### src/rtl/sleep_power_pkg.sv
/*
 * constants for the sleep, power reduction and reset controller.
 * assumes an 8-bit i/o space reached by the cpu core, io address = data offset - 0x20.
 */
package sleep_power_pkg;
    localparam logic [7:0] io_data_base = 8'h20;
    localparam logic [7:0] sleep_mode_control_ofs = 8'h53;
    localparam logic [7:0] sleep_mode_control_io = 8'h33;
    localparam logic [7:0] power_reduction_control_ofs = 8'h64;
    localparam logic [7:0] sleep_mode_control_rst = 8'h00;
    localparam logic [7:0] power_reduction_control_rst = 8'h00;
    localparam int sleep_arm_bit = 0;
    localparam int sleep_mode_lsb = 1;
    localparam logic [2:0] mode_idle = 3'h0;
    localparam logic [2:0] mode_adc_noise = 3'h1;
    localparam logic [2:0] mode_power_down = 3'h2;
    localparam logic [2:0] mode_standby = 3'h6;
    localparam int can_stop_bit = 6;
    localparam int psc_stop_bit = 5;
    localparam int timer1_stop_bit = 4;
    localparam int timer0_stop_bit = 3;
    localparam int spi_stop_bit = 2;
    localparam int lin_stop_bit = 1;
    localparam int adc_stop_bit = 0;
    localparam logic [7:0] prr_used_mask = 8'h7f;
    localparam int wake_hold_cycles = 4;
    localparam int standby_wake_cycles = 6;
    localparam int clk_period_ns = 10;
    localparam int brownout_min_duration_ns = 2000;
    localparam int brownout_min_cycles = (brownout_min_duration_ns + clk_period_ns - 1) / clk_period_ns;
    localparam int timeout_cnt_w = 20;
    typedef enum logic [3:0] {
        st_run = 4'b0001,
        st_sleep = 4'b0010,
        st_wake = 4'b0100,
        st_hold = 4'b1000
    } power_state_e;
endpackage : sleep_power_pkg

### src/rtl/sleep_power_reset_control.sv
/*
 * sleep mode control, power reduction clock stops and reset combining with time-out stretch.
 * assumes the cpu core drives io_addr/io_wr/io_rd on core_clk, use_data_space selects the
 * data-space offset form; detector and pin inputs are asynchronous and are synchronised here.
 */
`timescale 1ns/1ps
`default_nettype none
module sleep_power_reset_control (
    // clock and reset
    input wire logic core_clk,
    input wire logic rst_n,
    // io space access from the core
    input wire logic [7:0] io_addr,
    input wire logic use_data_space,
    input wire logic io_wr,
    input wire logic io_rd,
    input wire logic [7:0] io_wdata,
    output logic [7:0] io_rdata,
    // core sleep handshake
    input wire logic sleep_exec,
    input wire logic wake_irq,
    input wire logic [sleep_power_pkg::timeout_cnt_w-1:0] startup_cycles,
    output logic cpu_halt,
    output logic sleeping,
    output logic [2:0] active_mode,
    // clock and buffer control
    input wire logic debug_fuse,
    output logic clk_cpu_stop,
    output logic clk_io_stop,
    output logic clk_adc_stop,
    output logic osc_stop,
    output logic input_buf_disable,
    output logic wake_pin_enable,
    output logic can_clock_stop,
    output logic power_stage_clock_stop,
    output logic timer1_clock_stop,
    output logic timer0_clock_stop,
    output logic spi_clock_stop,
    output logic lin_clock_stop,
    output logic adc_clock_stop,
    output logic comparator_mux_block,
    // reset sources
    input wire logic supply_low,
    input wire logic ext_reset_pin_n,
    input wire logic external_reset_disable_fuse,
    input wire logic wdt_timeout,
    input wire logic wdt_reset_mode,
    input wire logic brownout_enable,
    input wire logic brownout_below,
    input wire logic [sleep_power_pkg::timeout_cnt_w-1:0] reset_timeout_period,
    // reset outputs
    output logic io_port_reset,
    output logic internal_reset
);
    import sleep_power_pkg::*;

    logic [7:0] sleep_mode_control_q, sleep_mode_control_d, prr_q, prr_d;
    power_state_e state_q, state_d;
    logic [timeout_cnt_w-1:0] wcnt_q, wcnt_d, tout_q, tout_d;
    logic [15:0] bcnt_q, bcnt_d;
    logic [1:0] por_s, pin_s, bod_s;
    logic wdt_pulse_q, brown_q, brown_d, int_rst_q, int_rst_d;

    // address decode: data offset or io address (offset - 0x20)
    wire [7:0] eff_addr = use_data_space ? io_addr : io_addr + io_data_base;
    wire sel_sleep_mode_control = eff_addr == sleep_mode_control_ofs;
    wire sel_prr = eff_addr == power_reduction_control_ofs;
    wire [2:0] mode_sel = sleep_mode_control_q[sleep_mode_lsb +: 3];
    wire mode_valid = mode_sel == mode_idle || mode_sel == mode_adc_noise ||
                      mode_sel == mode_power_down || mode_sel == mode_standby;
    wire sleep_go = sleep_exec && sleep_mode_control_q[sleep_arm_bit] && mode_valid;

    // registers, forced to reset values while the internal reset is active
    assign sleep_mode_control_d = (io_wr && sel_sleep_mode_control) ? {4'h0, io_wdata[3:0]} : sleep_mode_control_q;
    assign prr_d = (io_wr && sel_prr) ? (io_wdata & prr_used_mask) : prr_q;
    assign io_rdata = !io_rd ? 8'h00 : sel_sleep_mode_control ? sleep_mode_control_q : sel_prr ? prr_q : 8'h00;

    // sleep state machine
    always_comb begin
        state_d = state_q;
        wcnt_d = wcnt_q;
        case (state_q)
            st_run: begin
                if (sleep_go) begin
                    state_d = st_sleep;
                end
            end
            st_sleep: begin
                if (wake_irq) begin
                    state_d = st_wake;
                    wcnt_d = (active_mode == mode_standby) ?
                        timeout_cnt_w'(standby_wake_cycles - 1) : startup_cycles;
                end
            end
            st_wake: begin
                if (wcnt_q == '0) begin
                    state_d = st_hold;
                    wcnt_d = timeout_cnt_w'(wake_hold_cycles - 1);
                end else begin
                    wcnt_d = wcnt_q - 1'b1;
                end
            end
            st_hold: begin
                if (wcnt_q == '0) begin
                    state_d = st_run;
                end else begin
                    wcnt_d = wcnt_q - 1'b1;
                end
            end
            default: state_d = st_run;
        endcase
    end

    assign sleeping = state_q == st_sleep;
    assign cpu_halt = state_q != st_run;
    assign active_mode = mode_sel;
    wire deep = sleeping && (mode_sel == mode_power_down || mode_sel == mode_standby);
    assign clk_cpu_stop = sleeping;
    assign clk_io_stop = sleeping && mode_sel != mode_idle;
    assign clk_adc_stop = deep;
    assign osc_stop = sleeping && mode_sel == mode_power_down && !debug_fuse;
    assign input_buf_disable = clk_io_stop && clk_adc_stop;
    assign wake_pin_enable = 1'b1;

    // clock stops; timers simply lose their clock so their count holds
    assign can_clock_stop = prr_q[can_stop_bit];
    assign power_stage_clock_stop = prr_q[psc_stop_bit];
    assign lin_clock_stop = prr_q[lin_stop_bit];
    assign timer1_clock_stop = prr_q[timer1_stop_bit];
    assign timer0_clock_stop = prr_q[timer0_stop_bit];
    assign spi_clock_stop = prr_q[spi_stop_bit];
    assign adc_clock_stop = prr_q[adc_stop_bit];
    assign comparator_mux_block = prr_q[adc_stop_bit];

    // reset sources: clockless paths go straight to the port reset
    wire pin_active_raw = !ext_reset_pin_n && !external_reset_disable_fuse;
    wire bod_raw = brownout_enable && brownout_below;
    assign io_port_reset = supply_low || pin_active_raw || bod_raw || int_rst_q;
    wire pin_sync = pin_s[1];
    wire wdt_src = wdt_timeout && wdt_reset_mode;
    wire bod_long = bcnt_q >= 16'(brownout_min_cycles);
    assign brown_d = bod_s[1] && (brown_q || bod_long);
    assign bcnt_d = bod_s[1] ? (bod_long ? bcnt_q : bcnt_q + 16'h1) : 16'h0;
    wire any_src = por_s[1] || pin_sync || wdt_pulse_q || brown_q;
    assign tout_d = any_src ? reset_timeout_period : (tout_q != '0 ? tout_q - 1'b1 : tout_q);
    assign int_rst_d = any_src || tout_q != '0;
    assign internal_reset = int_rst_q || supply_low;

    always_ff @(posedge core_clk) begin
        por_s <= {por_s[0], supply_low};
        pin_s <= {pin_s[0], pin_active_raw};
        bod_s <= {bod_s[0], bod_raw};
        wdt_pulse_q <= wdt_src && !wdt_pulse_q;
        bcnt_q <= bcnt_d;
        brown_q <= brown_d;
        tout_q <= tout_d;
        int_rst_q <= int_rst_d;
    end

    always_ff @(posedge core_clk) begin
        if (!rst_n || int_rst_q) begin
            sleep_mode_control_q <= sleep_mode_control_rst;
            prr_q <= power_reduction_control_rst;
            state_q <= st_run;
            wcnt_q <= '0;
        end else begin
            sleep_mode_control_q <= sleep_mode_control_d;
            prr_q <= prr_d;
            state_q <= state_d;
            wcnt_q <= wcnt_d;
        end
    end

    // assertions
    a_sleep_needs_arm: assert property (@(posedge core_clk) disable iff (!rst_n)
        $rose(sleeping) |-> $past(sleep_mode_control_q[sleep_arm_bit] && sleep_exec))
        else $error("sleep entered without arm bit");
    a_reserved_no_sleep: assert property (@(posedge core_clk) disable iff (!rst_n)
        (state_q == st_run && sleep_exec && !mode_valid) |=> !sleeping)
        else $error("reserved mode caused sleep");
    a_hold_four: assert property (@(posedge core_clk) disable iff (!rst_n || int_rst_q)
        $rose(state_q == st_hold) |-> (state_q == st_hold)[*4] ##1 state_q == st_run)
        else $error("wake hold not four cycles");
    a_standby_wake: assert property (@(posedge core_clk) disable iff (!rst_n || int_rst_q)
        (sleeping && wake_irq && mode_sel == mode_standby) |-> ##7 state_q == st_hold)
        else $error("standby wake not six cycles");
    a_debug_osc: assert property (@(posedge core_clk) disable iff (!rst_n)
        debug_fuse |-> !osc_stop)
        else $error("oscillator stopped with debug fuse");
    a_buf_disable: assert property (@(posedge core_clk) disable iff (!rst_n)
        (sleeping && mode_sel == mode_power_down) |-> input_buf_disable && wake_pin_enable)
        else $error("input buffers not disabled in power-down");
    a_wdt_pulse: assert property (@(posedge core_clk) disable iff (!rst_n)
        wdt_pulse_q |=> !wdt_pulse_q)
        else $error("watchdog pulse longer than one cycle");
    a_timeout_hold: assert property (@(posedge core_clk) disable iff (!rst_n)
        ($fell(any_src) && reset_timeout_period > 2) |=> int_rst_q ##1 int_rst_q)
        else $error("internal reset not stretched");
    a_prr_write: assert property (@(posedge core_clk) disable iff (!rst_n || int_rst_q)
        (io_wr && sel_prr && io_wdata[can_stop_bit]) |=> can_clock_stop)
        else $error("can clock not stopped");

    // each stop bit follows the written value on the next edge
    a_psc_write: assert property (@(posedge core_clk) disable iff (!rst_n || int_rst_q)
        (io_wr && sel_prr) |=> power_stage_clock_stop == $past(io_wdata[psc_stop_bit]))
        else $error("power stage clock stop wrong");
    a_lin_write: assert property (@(posedge core_clk) disable iff (!rst_n || int_rst_q)
        (io_wr && sel_prr) |=> lin_clock_stop == $past(io_wdata[lin_stop_bit]))
        else $error("lin clock stop wrong");
    a_prr_top_zero: assert property (@(posedge core_clk) disable iff (!rst_n)
        prr_q[7] == 1'b0)
        else $error("unused stop bit set");
    a_tim1_write: assert property (@(posedge core_clk) disable iff (!rst_n || int_rst_q)
        (io_wr && sel_prr) |=> timer1_clock_stop == $past(io_wdata[timer1_stop_bit]))
        else $error("timer1 clock stop wrong");
    a_tim0_write: assert property (@(posedge core_clk) disable iff (!rst_n || int_rst_q)
        (io_wr && sel_prr) |=> timer0_clock_stop == $past(io_wdata[timer0_stop_bit]))
        else $error("timer0 clock stop wrong");
    a_timer_freeze: assert property (@(posedge core_clk) disable iff (!rst_n || int_rst_q)
        !(io_wr && sel_prr) |=> $stable(timer0_clock_stop) && $stable(timer1_clock_stop))
        else $error("timer stop changed without write");
    a_spi_write: assert property (@(posedge core_clk) disable iff (!rst_n || int_rst_q)
        (io_wr && sel_prr) |=> spi_clock_stop == $past(io_wdata[spi_stop_bit]))
        else $error("spi clock stop wrong");
    a_adc_write: assert property (@(posedge core_clk) disable iff (!rst_n || int_rst_q)
        (io_wr && sel_prr) |=> adc_clock_stop == $past(io_wdata[adc_stop_bit]))
        else $error("adc clock stop wrong");
    a_comp_mux: assert property (@(posedge core_clk) disable iff (!rst_n)
        adc_clock_stop |-> comparator_mux_block)
        else $error("comparator mux free while adc shut");

    // sleep decode and wake sequencing
    a_io_alias: assert property (@(posedge core_clk) disable iff (!rst_n)
        (io_rd && !use_data_space && io_addr == sleep_mode_control_io) |-> io_rdata == sleep_mode_control_q)
        else $error("io alias of sleep control wrong");
    a_sleep_mode_control_upper: assert property (@(posedge core_clk) disable iff (!rst_n)
        sleep_mode_control_q[7:4] == 4'h0)
        else $error("sleep control upper bits set");
    a_idle_clocks: assert property (@(posedge core_clk) disable iff (!rst_n)
        (sleeping && active_mode == mode_idle) |-> clk_cpu_stop && !clk_io_stop && !clk_adc_stop)
        else $error("idle clock gating wrong");
    a_no_arm: assert property (@(posedge core_clk) disable iff (!rst_n || int_rst_q)
        (state_q == st_run && sleep_exec && !sleep_mode_control_q[sleep_arm_bit]) |=> !sleeping)
        else $error("sleep without arm");
    a_reserved_run: assert property (@(posedge core_clk) disable iff (!rst_n || int_rst_q)
        (state_q == st_run && !mode_valid) |=> state_q == st_run)
        else $error("reserved mode left run");
    a_stay_asleep: assert property (@(posedge core_clk) disable iff (!rst_n || int_rst_q)
        (state_q == st_sleep && !wake_irq) |=> state_q == st_sleep)
        else $error("woke without interrupt");
    a_run_clocks: assert property (@(posedge core_clk) disable iff (!rst_n)
        !sleeping |-> !clk_cpu_stop && !input_buf_disable && !osc_stop)
        else $error("clock stopped while running");
    a_wake_pins: assert property (@(posedge core_clk) disable iff (!rst_n)
        input_buf_disable |-> wake_pin_enable)
        else $error("wake pins disabled");
    a_standby_osc: assert property (@(posedge core_clk) disable iff (!rst_n)
        (sleeping && mode_sel == mode_standby) |-> !osc_stop)
        else $error("oscillator stopped in standby");

    // reset combining
    a_reset_clears: assert property (@(posedge core_clk)
        int_rst_q |=> sleep_mode_control_q == sleep_mode_control_rst && prr_q == power_reduction_control_rst && !cpu_halt)
        else $error("registers not cleared by reset");
    a_port_async: assert property (@(posedge core_clk)
        (supply_low || (!ext_reset_pin_n && !external_reset_disable_fuse)) |-> io_port_reset)
        else $error("port reset missing");
    a_sources_or: assert property (@(posedge core_clk)
        (por_s[1] || pin_s[1] || wdt_pulse_q || brown_q) |=> int_rst_q)
        else $error("reset source not combined");
    a_por_now: assert property (@(posedge core_clk)
        supply_low |-> internal_reset)
        else $error("power-on reset delayed");
    a_pin_fuse: assert property (@(posedge core_clk)
        $past(external_reset_disable_fuse, 2) |-> !pin_s[1])
        else $error("disabled pin reset acted");
    a_brown_stretch: assert property (@(posedge core_clk)
        $fell(brown_q) |-> int_rst_q)
        else $error("brown-out release not stretched");
    a_brown_short: assert property (@(posedge core_clk)
        (bod_s[1] && !brown_q && !bod_long) |=> !brown_q)
        else $error("short dip caused brown-out");
    a_wdt_mode: assert property (@(posedge core_clk)
        !wdt_reset_mode |=> !wdt_pulse_q)
        else $error("watchdog reset outside reset mode");
    a_wdt_count: assert property (@(posedge core_clk) disable iff (!rst_n)
        ($fell(wdt_pulse_q) && $stable(reset_timeout_period)) |-> tout_q == reset_timeout_period)
        else $error("time-out not started at pulse fall");
endmodule : sleep_power_reset_control
`default_nettype wire

### config.mk
export PLATFORM = sky130hd
export DESIGN_NAME = sleep_power_reset_control
export DESIGN_NICKNAME = d
export VERILOG_FILES = /design/src/rtl/sleep_power_pkg.sv /design/src/rtl/sleep_power_reset_control.sv
export SDC_FILE = /design/constraint.sdc
export NUM_CORES = 1
export LEC_CHECK = 0
export ABC_CLOCK_PERIOD_IN_PS = 4100
export BUFFER_PORTS_ARGS = -buffer_cell sky130_fd_sc_hd__buf_2
export CAP_MARGIN = 20
export CORE_MARGIN = 5
export CORE_UTILIZATION = 30
export CTS_CLUSTER_SIZE = 28
export DETAILED_ROUTE_END_ITERATION = 8
export GPL_TIMING_DRIVEN = 0
export SKIP_LAST_GASP = 1
export SYNTH_ARGS = -nofsm -noshare
export SYNTH_HDL_FRONTEND = slang
export SYNTH_SLANG_ARGS = --single-unit
### constraint.sdc
create_clock -name core_clk -period 4.1 [get_ports core_clk]
set_input_delay 0.205 -clock core_clk [delete_from_list [all_inputs] [get_ports core_clk]]
set_output_delay 0.205 -clock core_clk [all_outputs]
set_load 0.02 [all_outputs]
After elaboration in Yosys (flattened, before gate mapping):

Cells that the tools add are included.

* register bits: 80
* output and inout bits: 29
* word-level logic and storage cells: 89

* add/subtract/negate cells: 4
* order comparisons: 1
* equal/unequal tests: 15
* muxes and demuxes: 16
* reductions and logical operators: 41

Operator list (count)
* 20-bit 2-to-1 mux: 6
* 20-bit one-hot mux with 3 select lines: 1
* 20-bit by 1-bit subtractor with 20-bit output (second input constant): 2
* 7-bit 2-to-1 mux: 3
* 20-bit zero test: 1
* 20-bit nonzero test: 1
* 16-bit by 1-bit adder with 16-bit output (second input constant): 1
* 8-bit by 7-bit equality test with 1-bit output (second input constant): 2
* 16-bit by 8-bit >= comparator with 1-bit output (second input constant): 1
* 4-bit 2-to-1 mux: 4
* 4-bit one-hot mux with 4 select lines: 1
* 1-bit logical AND: 14
* 1-bit logical OR: 14
* 2-bit inequality test (second input constant): 5
* 8-bit by 6-bit adder with 8-bit output (second input constant): 1
* 8-bit 2-to-1 mux: 1
* 3-bit nonzero test: 2
* 1-bit zero test: 5
* 4-bit by 1-bit equality test with 1-bit output (second input constant): 1
* 4-bit by 2-bit equality test with 1-bit output (second input constant): 1
* 4-bit by 3-bit equality test with 1-bit output (second input constant): 1
* 4-bit equality test (second input constant): 1
* 4-bit by 1-bit inequality test with 1-bit output (second input constant): 1
* 4-bit AND reduction: 1
* 6 further kinds: 6

Longest topological paths before layout:

Gate-level depths: netlist of run 1.

* depth after elaboration: 7
* mapped depth: 9
* gate-level depth less buffers: 7

Least setup slack after synthesis of run 1:

OpenSTA, ideal clock, no wires.

* kind: register -> register
* start: register tout_q[14]
* end: register tout_q[0], enable pin
* library setup time: 0.398 ns
* arrival time: 1.687 ns
* path slack: 2.015 ns
* cell stages (with the launch flop): 5
* buffers on the path: 0
* cell sequence: edfxtp_1 > or3_1 > or3_1 > nor4_1 > nand2_1

* word-level cells in the longest chain between the ends: 2

Ends and longest elaborated chain
* from (decl): line sleep_power_reset_control.sv:59 `logic [timeout_cnt_w-1:0] wcnt_q, wcnt_d, tout_q, tout_d;`
* from (signal assigned): line sleep_power_reset_control.sv:156 `tout_q <= tout_d;`
* 20-bit nonzero test: line sleep_power_reset_control.sv:145 `assign tout_d = any_src ? reset_timeout_period : (tout_q != '0 ? tout_q - 1'b1 : tout_q);`
* 2-bit nonzero test (no source line)

No other way between the ends.
A chain may end at the register's enable or synchronous reset.

Worst setup path after layout of run 1:

* start: register tout_q[0]
* end: register tout_q[2], enable pin

The elaborated chain is that of the path after synthesis.

==> impl_metrics.json, run 1 <==
{
  "run_status": "complete, no violations",
  "yosysUniqueCellTypes": 66,
  "areaGrowthSynthToFinish_pct": 22.66,
  "setup_viol": 0,
  "fin_tns_setup_ps": 0,
  "synth_edf_count": 20,
  "maxCapViolations": 0,
  "hpwl_mm": 8.940,
  "rr_endpoint": "tout_q[2]",
  "grt_pass1_wl_mm": 19.58,
  "drt_iter0_drc": 191,
  "n_antenna_cell": 0,
  "final_nets": 676,
  "wl_per_cell_um": 14.97,
  "final_layout_size_suffix_gt1_frac": 0.2632,
  "clk_latency_ps": 340,
  "worstHoldPathCells": 2,
  "dieHeight_um": 131.5,
  "ys.warnings.count": 0,
  "tightest_slew_ps": 895.7,
  "h-tree-depth": 3,
  "detail-route-antenna-nets": 0,
  "core_area_sq_um": 14530,
  "vias": 4119,
  "clock-sinks": 80,
  "post-route-util": 0.3738,
  "crit_arrival_ps": 2460,
  "initial_core_util": 0.3048,
  "ir_drop_v": 0.0001704,
  "ys_ff_latch": 80,
  "start_kind": "flip-flop",
  "routed_wl_mm": 11.80,
  "ios": 100,
  "max_freq_ghz": 0.3857,
  "reg2reg_slack_ps": 1510,
  "final_cell_mix": "buf_2, dfxtp_1, nand2_1",
  "grt_max_degree": 22,
  "rsz0062_at_grt": "false",
  "slew_headroom": 0.4014,
  "clock_path_buffers": 2,
  "grt-ovfl-total": 0,
  "grtUsageTotal": 0.1325,
  "cp-end-kind": "flip-flop",
  "hp-start": "ext_reset_pin_n",
  "synth-seq-area-share": 0.4068,
  "root_buffer": "clkbuf_16",
  "ys.flop_type": "dfxtp_1",
  "chipWidth_um": 131.5,
  "finalMaxSlewViolations": 0,
  "syn-cell-area_sq_um": 4429,
  "reg2regPathDepth": 6,
  "synth_nets": 568,
  "critPathRequiredTime_ps": 3970,
  "die_area_sq_um": 17290,
  "antenna_found_initial": 0,
  "cts_tree": "yes",
  "final_hold_viol_count": 0,
  "power_density_nw_per_um2": 326.3,
  "synth_cells": 491,
  "gp_congestion": 0.8383,
  "p_leak_uw": 0.002175,
  "async_flop_share": 0,
  "cp_max_fo": 21,
  "critPathKind": "reg2reg",
  "hp-class": "in2reg",
  "post-route-period-util": 0.6323,
  "first_global_vias": 4191,
  "drc": 0,
  "synth.avg_cell_area_sq_um": 9.021,
  "dr.pass1.iters": 4,
  "final_common_cell": "buf_2",
  "min_to": "pin_s[0]",
  "fin_skew_ps": 11.07,
  "post-cts-setup-buffer-count": 0,
  "reg2reg_from": "tout_q[0]",
  "numCtsBuffers": 9,
  "port_buffers": 96,
  "vias_per_cell": 5.227,
  "clkTransAtPathRegs_ps": 60,
  "rows": 44,
  "min_period_ps": 2592
}
[report_power, final]
part           switching (uW)  internal (uW)  total, uW
combinational            60.4           65.2        126
sequential               25.5            840        865
clock                     313            469        782
total                     399           1370       1770
[area by class of cell]
cell class	instances	area, sq um
flip-flops and latches	80	1802
fillers	1502	9101
repair buffers	97	490.5
multi-input cells	372	2391
clock buffers	12	236.5
plain buffers	30	202.7
well taps	184	230.2
clock inverters	4	46.29
inverters	9	33.78
[state kept, by name (all words and copies together) (netlist names)]
| name | flops |
|---|---|
| wdt_pulse_q | 1 |
| int_rst_q | 1 |
| bod_s | 2 |
| brown_q | 1 |
| sleep_mode_control_q | 4 |
| wcnt_q | 20 |
| bcnt_q | 16 |
| pin_s | 2 |
| tout_q | 20 |
| por_s | 2 |
| prr_q | 7 |
| state_q | 4 |
[layer usage]
metal	GRT usage	vias to the layer above	routed length [um]
li1	-	2034	-
met1	0.1602	1959	5164
met2	0.2243	103	5854
met3	0.03211	23	556
met4	0.05657	0	224
met5	0	-	0
[worst max-delay path, stage by stage, from the launching register on]
cell	delay, ps
edfxtp_1	430
inv_1	90
ha_1	180
nor3b_2	330
nand2_1	200
nor4b_1	300
nand2_1	590
[logic make-up after synthesis]
logic type | Yosys count | synth area share
compound gates | 130 | 0.2065
xor+xnor | 29 | 0.05735
simple gates | 205 | 0.2573
fa+ha+maj | 6 | 0.01695
flops | 80 | 0.4068
other cells | 2 | 0.001696
buf+inv | 39 | 0.05339
[synthesized netlist by cell type, drive strengths merged (2+ instances only)]
library cell | instances | area share
dfxtp | 60 | 0.27
nand2 | 52 | 0.044
o21ai | 32 | 0.037
nor2 | 28 | 0.024
a21oi | 27 | 0.031
buf | 21 | 0.038
edfxtp | 20 | 0.14
xnor2 | 20 | 0.040
and2 | 18 | 0.026
nor3 | 17 | 0.021
o31ai | 16 | 0.037
nand3 | 15 | 0.017
nor4 | 15 | 0.021
a22oi | 14 | 0.024
a32o | 9 | 0.020
clkbuf | 9 | 0.0076
inv | 9 | 0.0076
nand4 | 9 | 0.014
xor2 | 9 | 0.018
and3 | 7 | 0.011
nand2b | 7 | 0.012
o22ai | 7 | 0.0099
a31oi | 6 | 0.0099
ha | 6 | 0.017
nor2b | 6 | 0.0085
or3 | 6 | 0.0085
or4 | 6 | 0.011
a22o | 5 | 0.0099
o21a | 4 | 0.0068
nand3b | 3 | 0.0051
nand4b | 3 | 0.0059
nor4b | 3 | 0.0093
or3b | 3 | 0.0059
a21boi | 2 | 0.0034
conb | 2 | 0.0017
nor3b | 2 | 0.0045
or2 | 2 | 0.0028
[worst max path at each step]
stage          slack, ps         to  startpoint
2_1_floorplan       2010  tout_q[0]  tout_q[14]
3_3_place_gp        1590  tout_q[7]   tout_q[0]
3_5_place_dp        1530  tout_q[7]   tout_q[0]
4_1_cts             1490  tout_q[2]   tout_q[0]
5_1_grt             1200  tout_q[5]   tout_q[0]
6_report            1510  tout_q[2]   tout_q[0]
[timing repair]
| item | CTS | global route |
|---|---|---|
| hold buffers | 1 | 0 |
| gates resized for setup | 0 | 0 |
| endpoints found under the hold margin | 1 | 0 |
[metrics by stage]
stage / total power [uW] / worst slack (ps) / cells / area, sq um / hold slack [ps]
2_1_floorplan: 946.6 / 2015 / 491 / 4429 / 232.7
3_3_place_gp: 1001 / 1592 / 771 / 5140 / 317.6
3_5_place_dp: 1007 / 1532 / 771 / 5140 / 314.3
4_1_cts: 1800 / 1486 / 788 / 5433 / 19.35
5_1_grt: 1851 / 1205 / 788 / 5433 / 39.05
6_report: 1773 / 1508 / 788 / 5433 / 31.62
(Power assumes the default switching activity.)
==> run 2, diff against run 1 <==
--- a/config.mk
+++ b/config.mk
@@ -5,7 +5,7 @@
 export SDC_FILE = /design/constraint.sdc
 export NUM_CORES = 1
 export LEC_CHECK = 0
-export ABC_CLOCK_PERIOD_IN_PS = 4100
+export ABC_CLOCK_PERIOD_IN_PS = 2300
 export BUFFER_PORTS_ARGS = -buffer_cell sky130_fd_sc_hd__buf_2
 export CAP_MARGIN = 20
 export CORE_MARGIN = 5
==> constraint.sdc (replaced) <==
create_clock -name core_clk -period 2.3 [get_ports core_clk]
set_input_delay 0.115 -clock core_clk [delete_from_list [all_inputs] [get_ports core_clk]]
set_output_delay 0.115 -clock core_clk [all_outputs]
set_load 0.02 [all_outputs]
==> impl_metrics.json, run 2 (synthesis gave the netlist of run 1 again) <==
{
  "run_status": "complete, no violations",
  "max_freq_ghz": 0.4580,
  "detail-route-antenna-nets": 0,
  "port_buffers": 96,
  "grt_pass1_wl_mm": 19.67,
  "final_hold_viol_count": 0,
  "cp_max_fo": 8,
  "h-tree-depth": 3,
  "clkTransAtPathRegs_ps": 60,
  "initial_core_util": 0.3048,
  "drt_iter0_drc": 229,
  "drc": 0,
  "slew_headroom": 0.4613,
  "rsz0062_at_grt": "false",
  "grt-ovfl-total": 0,
  "fin_skew_ps": 11.89,
  "min_period_ps": 2184,
  "setup_viol": 0,
  "reg2reg_slack_ps": 120,
  "dr.pass1.iters": 5,
  "final_common_cell": "buf_2",
  "vias": 4179,
  "core_area_sq_um": 14530,
  "top_regs": "tout_q x20, wcnt_q x20, bcnt_q x16",
  "crit_slowest_cell": "or3b_1",
  "antenna_found_initial": 0,
  "grt_max_degree": 14,
  "post-route-period-util": 0.9494,
  "hpwl_mm": 8.940,
  "total_power_uw": 3165,
  "tightest_slew_ps": 808.0,
  "chipWidth_um": 131.5,
  "critPathRequiredTime_ps": 2530,
  "clock_path_buffers": 2,
  "crit_arrival_ps": 2410,
  "path_buf_inv": 1,
  "clock-sinks": 80,
  "rows": 44,
  "crit_family": "compound AO/OA/AOI/OAI gates",
  "ios": 100,
  "final_nets": 680,
  "vias_per_cell": 5.277,
  "power_density_nw_per_um2": 576.8,
  "cts_tree": "yes",
  "final_layout_size_suffix_gt1_frac": 0.2697,
  "routed_wl_mm": 11.93,
  "post-route-util": 0.3776,
  "areaGrowthSynthToFinish_pct": 23.90,
  "dieHeight_um": 131.5,
  "path_cells": "inv_1, ha_1, or3b_1, nand2b_4, o21ai_2, a21oi_1, a32o_1",
  "die_area_sq_um": 17290,
  "gp_congestion": 0.8383,
  "p_leak_uw": 0.002196,
  "start_kind": "flip-flop",
  "ir_drop_v": 0.0003032,
  "wl_per_cell_um": 15.07,
  "critPathKind": "reg2reg",
  "maxCapViolations": 0,
  "grtUsageTotal": 0.1332,
  "final_cell_mix": "buf_2, dfxtp_1, nand2_1",
  "root_buffer": "clkbuf_16",
  "first_global_vias": 4218,
  "finalMaxSlewViolations": 0,
  "clk_latency_ps": 340,
  "slowest_delay_ps": 390,
  "cp-end-kind": "flip-flop",
  "n_antenna_cell": 0,
  "hp-class": "in2reg",
  "numCtsBuffers": 9
}
## run 2: layout make-up
class	count	area (sq um)
Multi-Input combinational cell	373	2419
Inverter	9	33.78
Fill cell	1499	9046
Clock buffer	12	236.5
Tap cell	184	230.2
Buffer	30	202.7
Timing Repair Buffer	100	518.0
Clock inverter	4	46.29
Sequential cell	80	1802
## run 2: final timing paths
check	startpoint	endpoint	depth (start not counted)
max reg2reg	wcnt_q[0]	wcnt_q[4]	7
max	wcnt_q[0]	wcnt_q[4]	7
min reg2reg	bod_s[0]	bod_s[1]	0
min	wdt_reset_mode	wdt_pulse_q	3
## run 2: what timing repair did
item / 4_1_cts / 5_1_grt
endpoints found under the setup margin: 21 / 21
setup buffers: 0 / 1
pin swaps: 1 / 0
endpoints found under the hold margin: 2 / 0
cloned: 1 / 0
hold buffers: 3 / 0
gates resized for setup: 3 / 2
## run 2: worst reg2reg max path: stages (launching register included)
cell and delay, ps:
dfxtp_1 340, inv_1 110, ha_1 160, or3b_1 390, nand2b_4 190, o21ai_2 260
a21oi_1 290, a32o_1 330
## run 2: stage by stage
stage	hold slack (ps)	instances	area, sq um	setup slack, ps	TNS, ps
5_1_grt	24.40	792	5488	5.170	0
2_1_floorplan	142.7	491	4429	214.7	0
3_3_place_gp	239.5	771	5140	-208.2	-4271
6_report	13.68	792	5488	116.4	0
4_1_cts	2.915	791	5468	53.94	0
3_5_place_dp	238.2	771	5140	-267.9	-5517
## run 2: routing by layer
metal,GRT usage,share of wire
met5,0,0
met2,0.2269,0.50
met3,0.03211,0.048
met4,0.05657,0.021
met1,0.1602,0.43
## run 2: power breakdown
| part | switching (uW) | leakage [uW] | total [uW] | internal, uW |
|---|---|---|---|---|
| Combinational | 110 | 0.00136 | 232 | 122 |
| Sequential | 49.0 | 0.000702 | 1550 | 1500 |
| Clock | 551 | 0.000134 | 1390 | 836 |
| Total | 710 | 0.00220 | 3170 | 2460 |
